## config.mk

```make
export PLATFORM = sky130hd
export DESIGN_NAME = svrmc_ctrl
export DESIGN_NICKNAME = d
export VERILOG_FILES = /design/src/pkg/svrmc_pkg.sv /design/src/rtl/svrmc_sync.sv /design/src/rtl/svrmc_ctrl.sv
export SDC_FILE = /design/constraint.sdc
export NUM_CORES = 1
export LEC_CHECK = 0
export ABC_CLOCK_PERIOD_IN_PS = 4300
export BUFFER_PORTS_ARGS = -buffer_cell sky130_fd_sc_hd__buf_2
export CAP_MARGIN = 0
export CORE_MARGIN = 4
export CORE_UTILIZATION = 34
export DETAILED_ROUTE_END_ITERATION = 6
export SLEW_MARGIN = 10
export SYNTH_ARGS = -nofsm -noshare
export SYNTH_HDL_FRONTEND = slang
export SYNTH_SLANG_ARGS = --single-unit
```

## constraint.sdc

```tcl
create_clock -name mclk -period 4.3 [get_ports mclk]
set_clock_uncertainty 0.2 [all_clocks]
set_input_delay 0.86 -clock mclk [delete_from_list [all_inputs] [get_ports mclk]]
set_output_delay 0.86 -clock mclk [all_outputs]
set_load 0.05 [all_outputs]
```

## src/pkg/svrmc_pkg.sv

```systemverilog
// svrmc_pkg: constants and carrier types of the supervisor reset and mode control block.
// assumes a single 250 MHz clock; every analog crossing arrives as a comparator flag.
package svrmc_pkg;

	// clock and internal oscillator timing
	localparam int CLK_PERIOD_PS = 4000;
	localparam int TICK_NS       = 33000;
	localparam int TICK_CYC_DEF  = (TICK_NS * 1000) / CLK_PERIOD_PS;

	// warning pulse: least time rounded up to whole oscillator ticks
	localparam int WARN_MIN_NS   = 200000;
	localparam int WARN_MAX_NS   = 500000;
	localparam int WARN_TICKS    = (WARN_MIN_NS + TICK_NS - 1) / TICK_NS;

	// reset hold time in oscillator ticks; plain default
	localparam int RST_HOLD_DEF  = 5;

	// consecutive low samples needed before the sense input counts as low
	localparam int SENSE_SAMPLES = 3;

	// below-ground pulses that arm the battery-disconnect seal
	localparam int SEAL_PULSES   = 3;

	// number of bits through the input synchroniser
	localparam int SYNC_W        = 6;

	// comparator flags from the analog front end
	typedef struct packed {
		logic supplyAboveBat;
		logic supplyAboveTrip;
		logic senseAboveTrip;
		logic senseBelowGround;
	} svrmc_cmp_t;

	// processor-facing and power-switch outputs
	typedef struct packed {
		logic rstOut;
		logic rstOut_n;
		logic warnInt_n;
		logic warnIntOe;
		logic supplyFailOut;
		logic supplyFailOut_n;
	} svrmc_proc_t;

	typedef enum logic [1:0] {
		W_IDLE,
		W_ACTIVE,
		W_DONE
	} svrmc_warn_t;

	typedef enum logic [1:0] {
		R_OFF,
		R_HOLD,
		R_DOWN
	} svrmc_rst_t;

endpackage

```

## src/rtl/svrmc_sync.sv

```systemverilog
// svrmc_sync: two-flop synchroniser for a bundle of independent levels.
// assumes each bit is a slow level; bits are not coherent with one another.
module svrmc_sync #(
	parameter int W = 1
) (
	// clock and reset
	input  wire logic         mclk,
	input  wire logic         arst_n,
	// levels
	input  wire logic [W-1:0] d,
	output logic      [W-1:0] q
);

	logic [W-1:0] meta_ff;

	always_ff @(posedge mclk or negedge arst_n) begin
		if (!arst_n) begin
			meta_ff <= '0;
			q       <= '0;
		end else begin
			meta_ff <= d;
			q       <= meta_ff;
		end
	end

endmodule

```

## src/rtl/svrmc_ctrl.sv

```systemverilog
// svrmc_ctrl: reset, early-warning, power-fail and seal sequencing of a supervisor.
// assumes comparator flags and mode pins are asynchronous levels; the strobe is active low.
// Operation
// (RULE_01) three below-ground pulses enter storage seal
// (RULE_02) supply off then above battery clears seal
// (RULE_03) fail outputs follow supply versus battery level
// (RULE_04) mode pin picks volatile or battery-backed behaviour
// (RULE_05) volatile mode isolates processor signals below battery
// (RULE_06) warning pulse lasts at least 200 us
// (RULE_07) volatile mode floats warning below battery level
// (RULE_08) volatile mode asserts reset below supply trip
// (RULE_09) volatile power-up holds reset for hold time
// (RULE_10) no warning until supply reaches trip level
// (RULE_11) warning ends by timeout or sense rising
// (RULE_12) power-up warning pulse between 0 and 500 us
// (RULE_13) backed mode stays silent after warning ends
// (RULE_14) backed mode sense rise restarts processor by reset
// (RULE_15) backed mode no reset on supply falling
// (RULE_16) backed mode pulses warning then holds high
// (RULE_17) backed power-up reset after battery level reached
// (RULE_18) sense low during reset swaps reset for warning
// (RULE_19) strobe while sense low gives another warning
// (RULE_20) three consecutive low samples raise the warning
// (RULE_21) crossings synchronised; times counted in oscillator ticks
module svrmc_ctrl
	import svrmc_pkg::*;
#(
	parameter int TICK_CYCLES    = TICK_CYC_DEF,
	parameter int RST_HOLD_TICKS = RST_HOLD_DEF
) (
	// clock and reset
	input  wire logic             mclk,
	input  wire logic             arst_n,
	// analog comparator flags and pins
	input  svrmc_pkg::svrmc_cmp_t cmpIn,
	input  wire logic             reset_mode_select,
	input  wire logic             watchdog_strobe_n,
	// processor and power-switch outputs
	output svrmc_pkg::svrmc_proc_t procOut,
	// battery seal and processor isolation
	output logic                  battConnect,
	output logic                  procIsolate
);
	import svrmc_pkg::*;

	if (TICK_CYCLES < 2 || TICK_CYCLES > 65535) begin : g_chk_tick
		$error("svrmc_ctrl: TICK_CYCLES out of range");
	end
	if (RST_HOLD_TICKS < 1 || RST_HOLD_TICKS > 255) begin : g_chk_rst
		$error("svrmc_ctrl: RST_HOLD_TICKS out of range");
	end

	////////////////////////////////////////////////////////////////////////////////
	// input synchronisation
	logic [SYNC_W-1:0] syncQ;
	logic              supAboveBat;
	logic              supAboveTrip;
	logic              senseHigh;
	logic              belowGnd;
	logic              modeBacked;
	logic              strobe_n;

	svrmc_sync #(
		.W (SYNC_W)
	) u_sync (
		.mclk   (mclk),
		.arst_n (arst_n),
		.d      ({cmpIn.supplyAboveBat, cmpIn.supplyAboveTrip, cmpIn.senseAboveTrip,
		          cmpIn.senseBelowGround, reset_mode_select, watchdog_strobe_n}),
		.q      (syncQ)
	); // RULE_21

	assign {supAboveBat, supAboveTrip, senseHigh, belowGnd, modeBacked, strobe_n} = syncQ;

	logic supAboveBatD_ff;
	logic belowGndD_ff;
	logic strobeD_ff;

	always_ff @(posedge mclk or negedge arst_n) begin
		if (!arst_n) begin
			supAboveBatD_ff <= 1'b0;
			belowGndD_ff    <= 1'b0;
			strobeD_ff      <= 1'b0;
		end else begin
			supAboveBatD_ff <= supAboveBat;
			belowGndD_ff    <= belowGnd;
			strobeD_ff      <= strobe_n;
		end
	end

	logic supRise;
	logic gndPulse;
	logic strobeFell;

	assign supRise    = supAboveBat && !supAboveBatD_ff;
	assign gndPulse   = belowGnd && !belowGndD_ff;
	assign strobeFell = !strobe_n && strobeD_ff;

	////////////////////////////////////////////////////////////////////////////////
	// internal oscillator tick
	logic [15:0] tickCnt_ff;
	logic        tick;

	assign tick = (tickCnt_ff == 16'(TICK_CYCLES - 1));

	always_ff @(posedge mclk or negedge arst_n) begin
		if (!arst_n) begin
			tickCnt_ff <= 16'h0000;
		end else if (tick) begin
			tickCnt_ff <= 16'h0000;
		end else begin
			tickCnt_ff <= tickCnt_ff + 16'h0001;
		end
	end

	////////////////////////////////////////////////////////////////////////////////
	// sense filter: time-domain hysteresis against supply noise
	logic [1:0] senseCnt_ff;
	logic       senseLow;

	assign senseLow = (senseCnt_ff == 2'(SENSE_SAMPLES));

	always_ff @(posedge mclk or negedge arst_n) begin
		if (!arst_n) begin
			senseCnt_ff <= 2'h0;
		end else if (senseHigh) begin
			senseCnt_ff <= 2'h0; // RULE_20
		end else if (tick && !senseLow) begin
			senseCnt_ff <= senseCnt_ff + 2'h1; // RULE_20
		end
	end

	////////////////////////////////////////////////////////////////////////////////
	// battery-disconnect seal
	logic [1:0] sealCnt_ff;
	logic       sealed_ff;
	logic       offSeen_ff;

	always_ff @(posedge mclk or negedge arst_n) begin
		if (!arst_n) begin
			sealCnt_ff <= 2'h0;
		end else if (!supAboveTrip || sealed_ff) begin
			sealCnt_ff <= 2'h0;
		end else if (gndPulse) begin
			sealCnt_ff <= sealCnt_ff + 2'h1; // RULE_01
		end
	end

	always_ff @(posedge mclk or negedge arst_n) begin
		if (!arst_n) begin
			sealed_ff  <= 1'b0;
			offSeen_ff <= 1'b0;
		end else if (sealed_ff) begin
			if (!supAboveBat) begin
				offSeen_ff <= 1'b1;
			end else if (offSeen_ff) begin
				sealed_ff  <= 1'b0; // RULE_02
				offSeen_ff <= 1'b0;
			end
		end else if (supAboveTrip && gndPulse && sealCnt_ff == 2'(SEAL_PULSES - 1)) begin
			sealed_ff  <= 1'b1; // RULE_01
			offSeen_ff <= 1'b0;
		end
	end

	////////////////////////////////////////////////////////////////////////////////
	// early-warning state machine
	svrmc_warn_t warnState_ff;
	svrmc_rst_t  rstState_ff;
	logic [7:0]  warnTmr_ff;
	logic [7:0]  rstTmr_ff;
	logic        dippedTrip_ff;
	logic        warnStart;
	logic        wdRestart;
	logic        swapToWarn;

	// a strobe retests the supply only in battery-backed mode
	assign swapToWarn = modeBacked && rstState_ff == R_HOLD && senseLow; // RULE_18
	assign warnStart  = supAboveTrip && senseLow && (warnState_ff == W_IDLE || swapToWarn
		|| (modeBacked && strobeFell && warnState_ff == W_DONE)); // RULE_10 RULE_19
	assign wdRestart  = modeBacked && warnState_ff == W_DONE && senseHigh && supAboveBat
		&& !dippedTrip_ff; // RULE_14

	always_ff @(posedge mclk or negedge arst_n) begin
		if (!arst_n) begin
			warnState_ff <= W_IDLE;
			warnTmr_ff   <= 8'h00;
		end else begin
			case (warnState_ff)
				W_IDLE: begin
					if (warnStart) begin
						warnState_ff <= W_ACTIVE;
						warnTmr_ff   <= 8'h00;
					end
				end
				W_ACTIVE: begin
					if (senseHigh) begin
						warnState_ff <= W_IDLE; // RULE_11
					end else if (tick) begin
						// ending on the extra tick edge keeps the pulse above its least time
						if (warnTmr_ff == 8'(WARN_TICKS)) begin
							warnState_ff <= W_DONE; // RULE_06 RULE_12 RULE_16
						end else begin
							warnTmr_ff <= warnTmr_ff + 8'h01;
						end
					end
				end
				W_DONE: begin
					if (senseHigh || !supAboveBat) begin
						warnState_ff <= W_IDLE; // RULE_13
					end else if (warnStart) begin
						warnState_ff <= W_ACTIVE; // RULE_19
						warnTmr_ff   <= 8'h00;
					end
				end
				default: begin
					warnState_ff <= W_IDLE;
				end
			endcase
		end
	end

	always_ff @(posedge mclk or negedge arst_n) begin
		if (!arst_n) begin
			dippedTrip_ff <= 1'b0;
		end else if (warnState_ff != W_DONE) begin
			dippedTrip_ff <= 1'b0;
		end else if (!supAboveTrip) begin
			dippedTrip_ff <= 1'b1;
		end
	end

	////////////////////////////////////////////////////////////////////////////////
	// reset state machine
	always_ff @(posedge mclk or negedge arst_n) begin
		if (!arst_n) begin
			rstState_ff <= R_OFF;
			rstTmr_ff   <= 8'h00;
		end else if (!modeBacked && !supAboveTrip) begin
			rstState_ff <= R_DOWN; // RULE_04 RULE_08
		end else if (modeBacked && !supAboveBat) begin
			rstState_ff <= R_OFF; // RULE_15 RULE_17
		end else if (modeBacked && (supRise || wdRestart)) begin
			rstState_ff <= R_HOLD; // RULE_14 RULE_17
			rstTmr_ff   <= 8'h00;
		end else begin
			case (rstState_ff)
				R_DOWN: begin
					rstState_ff <= R_HOLD; // RULE_09
					rstTmr_ff   <= 8'h00;
				end
				R_HOLD: begin
					if (swapToWarn) begin
						rstState_ff <= R_OFF; // RULE_18
					end else if (tick) begin
						if (rstTmr_ff == 8'(RST_HOLD_TICKS - 1)) begin
							rstState_ff <= R_OFF; // RULE_09 RULE_17
						end else begin
							rstTmr_ff <= rstTmr_ff + 8'h01;
						end
					end
				end
				default: begin
					rstState_ff <= R_OFF;
				end
			endcase
		end
	end

	////////////////////////////////////////////////////////////////////////////////
	// registered outputs
	logic        isolate;
	svrmc_proc_t proc_ff;

	assign isolate = !modeBacked && !supAboveBat;

	always_ff @(posedge mclk or negedge arst_n) begin
		if (!arst_n) begin
			proc_ff <= '{rstOut: 1'b1, rstOut_n: 1'b0, warnInt_n: 1'b1, warnIntOe: 1'b0,
				supplyFailOut: 1'b1, supplyFailOut_n: 1'b0};
		end else begin
			proc_ff.supplyFailOut   <= !supAboveBat; // RULE_03
			proc_ff.supplyFailOut_n <= supAboveBat; // RULE_03
			proc_ff.warnInt_n       <= !(warnState_ff == W_ACTIVE) || isolate; // RULE_16
			proc_ff.warnIntOe       <= !isolate; // RULE_07
			// below the battery a backed processor sees no reset, whatever the state says
			proc_ff.rstOut          <= (rstState_ff != R_OFF) && supAboveBat && !isolate; // RULE_05
			proc_ff.rstOut_n        <= (rstState_ff == R_OFF || !supAboveBat) && !isolate; // RULE_15
		end
	end

	logic sealOut_ff;
	logic isoOut_ff;

	always_ff @(posedge mclk or negedge arst_n) begin
		if (!arst_n) begin
			sealOut_ff <= 1'b1;
			isoOut_ff  <= 1'b1;
		end else begin
			sealOut_ff <= !sealed_ff;
			isoOut_ff  <= isolate; // RULE_05
		end
	end

	assign procOut     = proc_ff;
	assign battConnect = sealOut_ff;
	assign procIsolate = isoOut_ff;
endmodule

```

==> metrics <==
CTS Hold Bufs 0; clock buffer count from CTS 9; syn nets 303; Min-Delay Path Depth 0; Critical Path End Type register; hold worst-path end u_sync.q[5]$_DFF_PN0_; vias in the first global route 2077; Vias/cell about 5; TritonCTS clock tree yes; WL/cell about 13 um; diode count 0; Row Count 33; period utilization between 60% and 70%; Root Buffer clkbuf_8; GRT Util Overall 11.60%; Finished Cell Area approximately 3400 sq um; Clk pin slew, worst setup/hold paths 70 ps; Critical R2R Capture warnTmr_ff[7]$_DFFE_PN0P_; global-route wire length before repair about 9.5 mm; H-Tree Level Count 3; HP Start u_sync.meta_ff[5]$_DFF_PN0_; Detailed Route Iter0 Violations a little under 90; postcts setup bufs 0; Top Ports 16; Final Hold Viols 0; grt ovf 0; final wirelength about 5.4 mm; synthesized area around 3000 sq um; Die ar. between 10000 and 15000 sq um; synth warn 0; CTS-repair resized insts 0; TritonCTS Sinks 65; sequential cell area fraction in the yosys report 54.58%; Port-buffer cells 15; Startpoint Class register; largest net degree at the start of global routing 37; routability cong. ~0.84; core box area approximately 8400 sq um; status completed; die extent in x between 100 and 150 um; Setup TNS 0 ps; max_cap viols 0; Area Overhead vs Synth 12.59%; Cells after Synth around 290; final setup vio count 0; flop-to-flop setup slack 1690 ps; Slew Viols, Final 0; Max IR drop VDD between 0.1 and 0.15 mV; Final HPWL DP 3.790 mm; via count approximately 2100; FILL cells approximately 800; critical path class register to register; PwrDens about 370 nW/um^2; layout cells sized above 1 13.83%; Tightest Pin Transition 642.6 ps; Die Height ~100 um; Worst EP required between 4000 and 5000 ps; RSZ-0062 raised after global routing no; maximum fanout along the worst path 17; post-place instance area approximately 3200 sq um; Starting Density a little over a third; Unique masters post-synth 42; class of the worst hold path register to register; Leak Pwr approximately 1.5 nW; Slew HR 57.16%; crit path DAT ~2700 ps; Clk Latency, worst-skew pair about 340 ps; worst flop-to-flop path startpoint tickCnt_ff[1]$_DFF_PN0_; post-route ant nets 0; synthesized area per cell between 10 and 15 sq um; drc violations 0; drt first pass iters 4; synthesis-stage register bit count 65; Layout Nets approximately 320; clock buffer depth 2; initial antenna violation count 0; fmax 0.3829 GHz; post-layout min period around 2600 ps; Reg2Reg Depth 7
## cells by family after synthesis
logic type	Yosys count	synth area share, %
flip-flops	65	54.58
XOR/XNOR	16	4.684
AO/OA/AOI/OAI	47	10.33
multiplexers	5	1.757
AND/OR/NAND/NOR	124	21.87
buffers and inverters	18	2.593
adder cells (fa/ha/maj)	10	4.182
## stage by stage
step / total power [mW] / worst slack (ps) / util (%) / std cells / hold slack, ps
after floorplan: 0.7174 / 2203 / - / 285 / 131.2
after global placement: 0.7487 / 1750 / 37.86 / 400 / 134.3
after global routing: 1.307 / 1520 / 40.19 / 416 / 162.5
after detailed placement: 0.7511 / 1685 / 37.86 / 400 / 135.6
final: 1.244 / 1688 / 40.19 / 416 / 150.2
after CTS: 1.266 / 1669 / 40.19 / 416 / 153.6
## worst max-delay path by stage
stage	start	slack, ps	endpoint
final	tickCnt_ff[1]$_DFF_PN0_	1690	warnTmr_ff[7]$_DFFE_PN0P_
after global routing	tickCnt_ff[1]$_DFF_PN0_	1520	warnTmr_ff[5]$_DFFE_PN0P_
after CTS	tickCnt_ff[1]$_DFF_PN0_	1670	warnTmr_ff[7]$_DFFE_PN0P_
after detailed placement	tickCnt_ff[1]$_DFF_PN0_	1680	warnTmr_ff[7]$_DFFE_PN0P_
after global placement	tickCnt_ff[1]$_DFF_PN0_	1750	warnTmr_ff[5]$_DFFE_PN0P_
after floorplan	tickCnt_ff[1]$_DFF_PN0_	2200	warnTmr_ff[5]$_DFFE_PN0P_
## cell usage after synthesis, drive strengths merged
cell type   n  share of area, %
a21boi      1              0.25
a21oi      15               2.5
a221o       1              0.33
a22o        1              0.29
a31oi       6               1.8
a41oi       1              0.29
and2        4              0.84
and3        7               1.5
and4        2              0.59
buf         4              0.84
clkbuf      2              0.25
dfrtp      60                50
dfstp       5               4.4
ha         10               4.2
inv        12               1.5
mux2        2              0.75
mux2i       3               1.0
nand2      24               3.0
nand2b      9               1.9
nand3      18               3.0
nand4       3              0.63
nand4bb     2              0.75
nor2       31               3.9
nor2b       4              0.84
nor3        6               1.0
nor4        4               1.0
nor4b       3               1.3
o21ai       8               1.3
o22ai       3              0.63
o2bb2ai     2              0.59
o31a        2              0.59
o31ai       7               1.8
or2         1              0.21
or3         2              0.42
or4         4               1.0
xnor2       9               2.6
xor2        7               2.0
## cell type report
type	count	area [sq um]	area share (%)
clock inverters	6	67.56	2.006
repair buffers	16	82.58	2.452
multi-input cells	202	1281	38.04
inverters	12	45.04	1.337
well taps	105	131.4	3.900
clock buffers	10	127.6	3.789
flip-flops and latches	65	1633	48.48
## where the power goes
group	leakage [nW]	internal, mW	switching, mW
clock network	0.0929	0.270	0.237
registers	0.830	0.637	0.0138
logic	0.532	0.0243	0.0624
## per-layer routing
layer	wire [um]	global-route usage (%)	vias to the layer above	part of all wire, %
met5	0	0	-	0
met4	106	5.828	0	2.0
met3	222	2.893	12	4.1
met2	2366	17.10	37	44
met1	2690	15.84	995	50
li1	-	-	1050	-
## placed cells by master, fill, tap and decap left out, types with 2 or more instances in the layout
cell / netlist / routed
dfrtp_1: 60 / 60
nor2_1: 31 / 31
nand2_1: 24 / 24
nand3_1: 18 / 18
a21oi_1: 15 / 15
buf_2: 2 / 15
inv_1: 12 / 12
ha_1: 10 / 10
xnor2_1: 9 / 9
nand2b_1: 9 / 9
clkbuf_8: 0 / 9
and3_1: 7 / 7
xor2_1: 7 / 7
o21ai_0: 7 / 7
o31ai_1: 7 / 7
nor3_1: 6 / 6
a31oi_1: 5 / 5
dfstp_2: 5 / 5
and2_1: 4 / 4
nor2b_1: 4 / 4
or4_1: 4 / 4
nand4_1: 3 / 3
mux2i_1: 3 / 3
nor4_1: 3 / 3
o22ai_1: 3 / 3
nor4b_2: 2 / 2
and4_1: 2 / 2
or3_1: 2 / 2
nand4bb_1: 2 / 2
o31a_1: 2 / 2
o2bb2ai_1: 2 / 2
mux2_2: 2 / 2
clkinvlp_4: 0 / 2
## registers in the layout, indices dropped and copies added, names as in the netlist
name,flops
battConnect,1
belowGndD_ff,1
dippedTrip_ff,1
offSeen_ff,1
procIsolate,1
procOut,6
rstState_ff,2
rstTmr_ff,8
sealCnt_ff,2
sealed_ff,1
senseCnt_ff,2
strobeD_ff,1
tickCnt_ff,16
u_sync.meta_ff,6
u_sync.q,6
warnState_ff,2
warnTmr_ff,8
## worst max-delay path: stages, from the launching register on
cell	delay [ps]
dfrtp_1	400
inv_1	60
ha_1	120
nor4b_2	210
and4_1	640
a31oi_4	220
or4_1	530
a21oi_1	150
Note: power is estimated with default switching activity, not from simulation.
